<file path="config.mk">
export PLATFORM = sky130hd
export DESIGN_NAME = ppcr_regs
export DESIGN_NICKNAME = d
export VERILOG_FILES = /design/src/design/ppcr_pkg.sv /design/src/design/ppcr_regs.sv
export SDC_FILE = /design/constraint.sdc
export NUM_CORES = 1
export LEC_CHECK = 0
export BUFFER_PORTS_ARGS = -buffer_cell sky130_fd_sc_hd__buf_2
export CAP_MARGIN = 10
export CORE_ASPECT_RATIO = 0.5
export CORE_MARGIN = 2
export CORE_UTILIZATION = 58
export CTS_BUF_LIST = sky130_fd_sc_hd__clkbuf_4 sky130_fd_sc_hd__clkbuf_8
export DETAILED_ROUTE_END_ITERATION = 8
export PLACE_DENSITY = 0.82
export SYNTH_ARGS = -nofsm -noshare
export SYNTH_HDL_FRONTEND = slang
export SYNTH_SLANG_ARGS = --single-unit
</file>
<file path="constraint.sdc">
create_clock -name core_clk -period 2.39 [get_ports core_clk]
set_input_delay 0.717 -clock core_clk [delete_from_list [all_inputs] [get_ports core_clk]]
set_output_delay 0.717 -clock core_clk [all_outputs]
set_load 0.02 [all_outputs]
</file>
<file path="src/design/ppcr_pkg.sv">
// Constants for the pager power control register bank.
// Assumes one 125 MHz core clock and a synchronous active-high reset.
// Functional notes
// - Run bit: 1 run, 0 coast, reset coast
// - Aux regulator enables on at 1, reset off
// - Driver enables on at 1, reset off
// - Charger bits enable; both set turns on both low and high
// - Backup bit enables backup, stops converter
// - Backup bit overrides charger and auto backup
// - Backup active disables converter and charging
// - Auto enable: low battery starts backup
// - Auto disabled: only backup bit starts backup
// - Voltage code five bits, reset code 01100
// - Hold seven-bit threshold DAC code
// - DAC code resets zero; zero powers off comparators
// - Status byte: chan c,b,a, low battery, zeros
// - Result 1 above threshold; flag low battery
// - Reset monitor fall restores power-on values
// - Byte: three address bits then five data
// - Top address bit loads seven-bit DAC code
// - Results compare against previous write's code
// - Driver b conducts on enable AND tone gate
package ppcr_pkg;
	// ****************************************
	// Addresses and field positions
	// ****************************************
	localparam logic [2:0] ADDR_MAIN_ENABLES = 3'h0;
	localparam logic [2:0] ADDR_CHARGE_BACKUP = 3'h1;
	localparam logic [2:0] ADDR_OUT_VOLTAGE = 3'h2;
	localparam int ADDR_TOP_POS = 7;
	localparam int ADDR_LSB_POS = 5;
	localparam int RUN_POS = 0;
	localparam int AUX_A_POS = 1;
	localparam int AUX_B_POS = 2;
	localparam int DRV_A_POS = 3;
	localparam int DRV_B_POS = 4;
	localparam int CHG_LOW_POS = 0;
	localparam int CHG_HIGH_POS = 1;
	localparam int BACKUP_POS = 2;
	localparam int AUTO_BACKUP_POS = 3;
	// ****************************************
	// Reset values, DAC off code and status pad
	// ****************************************
	localparam logic [4:0] MAIN_ENABLES_RST = 5'h00;
	localparam logic [3:0] CHARGE_BACKUP_RST = 4'h0;
	localparam logic [4:0] OUT_VOLTAGE_RST = 5'h0c;
	localparam logic [6:0] DAC_CODE_RST = 7'h00;
	localparam logic [6:0] DAC_CODE_OFF = 7'h00;
	localparam logic [3:0] STATUS_LOW_PAD = 4'h0;
endpackage : ppcr_pkg

</file>
<file path="src/design/ppcr_regs.sv">
// Serially written control registers with status byte.
// Assumes a serial front end presents whole bytes as a one-cycle strobe.
`timescale 1ns/1ps
module ppcr_regs
(
	input wire logic core_clk,
	input wire logic srst,
	input wire logic wr_strobe,
	input wire logic [7:0] wr_byte,
	input wire logic reset_monitor_out,
	input wire logic low_batt_raw,
	input wire logic tone_gate_in,
	input wire logic [2:0] chan_cmp_raw,
	output logic run_mode,
	output logic aux_reg_a_enable,
	output logic aux_reg_b_enable,
	output logic driver_a_on,
	output logic driver_b_on,
	output logic charge_low_on,
	output logic charge_high_on,
	output logic backup_on,
	output logic converter_enable,
	output logic [4:0] out_voltage_code,
	output logic [6:0] threshold_dac_code,
	output logic dac_power,
	output logic [7:0] status_readback
);
	// ****************************************
	// Input synchronisers
	// ****************************************
	logic [4:0] sync_a;
	logic [4:0] sync_b;
	logic rsm_prev;
	always_ff @(posedge core_clk)
	begin
		sync_a <= {tone_gate_in, chan_cmp_raw, low_batt_raw};
		sync_b <= sync_a;
	end
	logic low_batt_n_s;
	logic tone_s;
	logic [2:0] chan_s;
	logic rsm_s1;
	logic rsm_s2;
	assign low_batt_n_s = sync_b[0];
	assign chan_s = sync_b[3:1];
	assign tone_s = sync_b[4];
	always_ff @(posedge core_clk)
	begin
		rsm_s1 <= reset_monitor_out;
		rsm_s2 <= rsm_s1;
		rsm_prev <= rsm_s2;
	end
	// Monitor fall and core reset share the same clear
	logic reg_clear;
	assign reg_clear = srst | (rsm_prev & ~rsm_s2);
	// ****************************************
	// Register writes
	// ****************************************
	logic [4:0] main_enables;
	logic [3:0] charge_backup_ctrl;
	logic [4:0] out_voltage_select;
	logic [6:0] dac_code;
	logic [6:0] cmp_code;
	logic [4:0] next_main_enables;
	logic [3:0] next_charge_backup_ctrl;
	logic [4:0] next_out_voltage_select;
	logic [6:0] next_dac_code;
	logic [6:0] next_cmp_code;
	logic [2:0] wr_addr;
	localparam int ADDR_TOP_POS_L = ppcr_pkg::ADDR_TOP_POS;
	localparam int ADDR_LSB_POS_L = ppcr_pkg::ADDR_LSB_POS;
	assign wr_addr = wr_byte[ADDR_TOP_POS_L:ADDR_LSB_POS_L];
	always_comb
	begin
		next_main_enables = main_enables;
		next_charge_backup_ctrl = charge_backup_ctrl;
		next_out_voltage_select = out_voltage_select;
		next_dac_code = dac_code;
		next_cmp_code = cmp_code;
		if (reg_clear)
		begin
			next_main_enables = ppcr_pkg::MAIN_ENABLES_RST;
			next_charge_backup_ctrl = ppcr_pkg::CHARGE_BACKUP_RST;
			next_out_voltage_select = ppcr_pkg::OUT_VOLTAGE_RST;
			next_dac_code = ppcr_pkg::DAC_CODE_RST;
			next_cmp_code = ppcr_pkg::DAC_CODE_RST;
		end
		else if (wr_strobe)
		begin
			// Code in force before this write drives the returned results
			next_cmp_code = dac_code;
			if (wr_byte[ADDR_TOP_POS_L])
				next_dac_code = wr_byte[6:0];
			else
			begin
				unique case (wr_addr)
					ppcr_pkg::ADDR_MAIN_ENABLES: next_main_enables = wr_byte[4:0];
					// Top data bit of this slot is unused and dropped
					ppcr_pkg::ADDR_CHARGE_BACKUP: next_charge_backup_ctrl = wr_byte[3:0];
					ppcr_pkg::ADDR_OUT_VOLTAGE: next_out_voltage_select = wr_byte[4:0];
					default: ;
				endcase
			end
		end
	end
	always_ff @(posedge core_clk)
	begin
		main_enables <= next_main_enables;
		charge_backup_ctrl <= next_charge_backup_ctrl;
		out_voltage_select <= next_out_voltage_select;
		dac_code <= next_dac_code;
		cmp_code <= next_cmp_code;
	end
	// ****************************************
	// Output decode
	// ****************************************
	logic backup_bit;
	logic auto_bit;
	logic backup_act;
	assign backup_bit = charge_backup_ctrl[ppcr_pkg::BACKUP_POS];
	assign auto_bit = charge_backup_ctrl[ppcr_pkg::AUTO_BACKUP_POS];
	// Detector output is active low: low means battery low
	assign backup_act = backup_bit | (auto_bit & ~low_batt_n_s);
	logic dac_on;
	assign dac_on = (cmp_code != ppcr_pkg::DAC_CODE_OFF);
	logic [7:0] next_status;
	always_comb
	begin
		// Stale results are masked while comparators are off
		next_status = {chan_s & {3{dac_on}}, ~low_batt_n_s, ppcr_pkg::STATUS_LOW_PAD};
	end
	always_ff @(posedge core_clk)
	begin
		run_mode <= main_enables[ppcr_pkg::RUN_POS];
		aux_reg_a_enable <= main_enables[ppcr_pkg::AUX_A_POS];
		aux_reg_b_enable <= main_enables[ppcr_pkg::AUX_B_POS];
		driver_a_on <= main_enables[ppcr_pkg::DRV_A_POS];
		driver_b_on <= main_enables[ppcr_pkg::DRV_B_POS] & tone_s;
		charge_low_on <= ~backup_act & charge_backup_ctrl[ppcr_pkg::CHG_LOW_POS];
		charge_high_on <= ~backup_act & charge_backup_ctrl[ppcr_pkg::CHG_HIGH_POS];
		backup_on <= backup_act;
		converter_enable <= ~backup_act;
		out_voltage_code <= out_voltage_select;
		threshold_dac_code <= dac_code;
		dac_power <= (dac_code != ppcr_pkg::DAC_CODE_OFF);
		status_readback <= next_status;
	end
endmodule : ppcr_regs

</file>
==> metrics <==
DR WL/cell 12.5 um; max-slew violation count 0; LEAKAGE 1.05 nW; total track usage 18.4%; # Post-CTS Setup Buffers 0; Slew headroom 44.0%; clk root buf clkbuf_8; row count 14; fmax 653 MHz; unrepaired setup endpoints after global routing false; area delta synth->final 19.8%; hold buffers post-CTS 0; crit path max-delay cell type and4bb_1; Final period util 64.1%; mapped cell area 1960 um^2; synthesized flop and latch total 67; via count 1204; Max Root-Sink Buffers 2; Setup Skew 0.00563 ns; vias in the first global route 1097; ANT cells 0; CP peak stage delay 0.49 ns; Synth Warn # 0; Final HPWL DP 2.16 mm; die width 86.2 um; GP Congestion 0.777; Arr. time, crit path 1.74 ns; clock buffer count from CTS 9; clock latency on the worst-skew pair 0.32 ns; startpoint types primary input; Die Ht 45.1 um; initial cell density of the core 62.9%; cell type with the largest total area after synthesis dfxtp_1; First-pass DRT Iterations 4; Max Cap Viol 0; Via density 4.74; post-route cell area 2350 um^2; CTS resizes 0; setup violators final 0; CP Depth 4; CTS tree done; Peak VDD IR 0.529 mV; Cell Pwr Density 914 nW/um^2; number of port buffers 42; CP endpoint kind flop; Fin Setup TNS 0 ns; CP startpoint wr_byte[7]; DP Cell Count 238; Final #Nets 226; layout cells sized above 1 28.5%; post-synth top area share 68.4%; grt ovf 0; Crit Path Max Fanout 11; Hold WS 0.329 ns; R2R depth 3; Final Hold Fails 0; Post-Layout Cell Count 254; final WL 3.17 mm; top cells by area, synth dfxtp_1, mux2i_1, nor2_1; Worst Path Buf+Inv 1; core area 3120 um^2; DR iter-0 viols 43; reg2reg setup slack 1.10 ns; Seq/Total Area, Yosys 68.4%; Critical Path End out_voltage_select[2]$_SDFFE_PP1P_; Die ar. 3890 um^2; pin count of the biggest net entering global routing 29; required time of the critical path 2.60 ns; average size of a mapped cell 12.0 um^2; post-synthesis cell count 164; worst-margin pin slew 0.840 ns; Pwr Total 0.00215 W; clock-pin slew on the worst setup and hold paths 0.07 ns; r2r startpoint rsm_s2$_DFF_P_; placed instance area 2160 um^2; initial antenna violation count 0; CP delay by family, top simple AND/OR/NAND/NOR gates; Reg2Reg Capture Point out_voltage_select[2]$_SDFFE_PP1P_; crit path cell chain buf_2, and4bb_1, nor2b_1, a211o_1; num ports 47; status finished, final reports clean; number of H-tree levels 3; clk sink count 67; Tmin final 1.53 ns; library cells used by synthesis 22; first-pass GRT wire length 5.07 mm; Final ANT Viol Nets 0; Hold WC Path Type reg2reg; Remaining DRCs 0; critical path class in2reg
-- worst min-delay path by stage --
stage | startpoint | to | slack (ns) | depth (start not counted)
CTS | sync_a[4]$_DFF_P_ | sync_b[4]$_DFF_P_ | 0.33 | 0
global placement | rsm_s1$_DFF_P_ | rsm_s2$_DFF_P_ | 0.31 | 0
detailed placement | sync_a[0]$_DFF_P_ | sync_b[0]$_DFF_P_ | 0.31 | 0
floorplan | rsm_s1$_DFF_P_ | rsm_s2$_DFF_P_ | 0.31 | 0
finish | sync_a[2]$_DFF_P_ | sync_b[2]$_DFF_P_ | 0.33 | 0
global route | sync_a[2]$_DFF_P_ | sync_b[2]$_DFF_P_ | 0.34 | 0
-- per-layer routing --
layer  GRT usage (%)  wire length, um
met5               0                0
met4            9.06               45
met3            9.32              160
met2            29.3             1470
met1            21.1             1490
-- flip-flops by register name (all words and copies together) (netlist names) --
register / count
cmp_code: 7
dac_code: 7
threshold_dac_code: 7
main_enables: 5
out_voltage_code: 5
out_voltage_select: 5
sync_a: 5
sync_b: 5
charge_backup_ctrl: 4
status_readback: 4
aux_reg_a_enable: 1
aux_reg_b_enable: 1
backup_on: 1
charge_high_on: 1
charge_low_on: 1
converter_enable: 1
dac_power: 1
driver_a_on: 1
driver_b_on: 1
rsm_prev: 1
rsm_s1: 1
rsm_s2: 1
run_mode: 1
-- metrics by stage --
| stage | util (%) | worst slack [ns] |
|---|---|---|
| floorplan | - | 0.758 |
| detailed placement | 69.1 | 0.524 |
| global placement | 69.1 | 0.592 |
| global route | 75.3 | 0.824 |
| finish | 75.3 | 0.859 |
| CTS | 75.3 | 0.864 |
-- cell type report --
class,count,area (um^2)
Sequential cell,67,1340
Fill cell,230,769
Multi-Input combinational cell,85,536
Timing Repair Buffer,43,218
Clock buffer,9,124
Clock inverter,7,68.8
Tap cell,40,50.0
Inverter,3,11.3
-- cell families (layout without fill, tap and decap cells) --
logic type | Yosys count | after routing | share of synthesized area (%)
compound gates | 11 | 11 | 3.32
buf+inv | 15 | 62 | 4.85
flops | 67 | 67 | 68.4
mux | 19 | 19 | 9.70
other cells | 1 | 4 | 0.191
simple gates | 51 | 51 | 13.5
-- Yosys cell counts --
| master | number |
|---|---|
| buf_6 | 2 |
| conb_1 | 1 |
| clkbuf_1 | 1 |
| clkbuf_2 | 1 |
| nor3_1 | 2 |
| and2_1 | 6 |
| and4bb_1 | 1 |
| nor4_1 | 2 |
| nand3_1 | 7 |
| inv_1 | 3 |
| a21o_1 | 1 |
| a21oi_1 | 8 |
| buf_4 | 5 |
| nor2b_1 | 2 |
| nor4b_4 | 1 |
| dfxtp_1 | 67 |
| a211o_1 | 2 |
| mux2i_1 | 19 |
| buf_2 | 3 |
| and4bb_2 | 1 |
| nand2_1 | 10 |
| nor2_1 | 19 |
-- placed cells by master (no fill, tap or decap), types with 3 or more instances in the layout --
master and instances:
dfxtp_1 67, buf_2 42, nor2_1 19, nand3_1 7
clkinv_2 3, nand2_1 10, mux2i_1 19, conb_1 4
inv_1 3, clkbuf_8 9, and2_1 6, a21oi_1 8
-- power by group --
group          switching (W)  internal [W]
registers          0.0000123       0.00115
clock network       0.000394      0.000477
logic              0.0000713     0.0000405
Note: power is estimated with default switching activity, not from simulation.
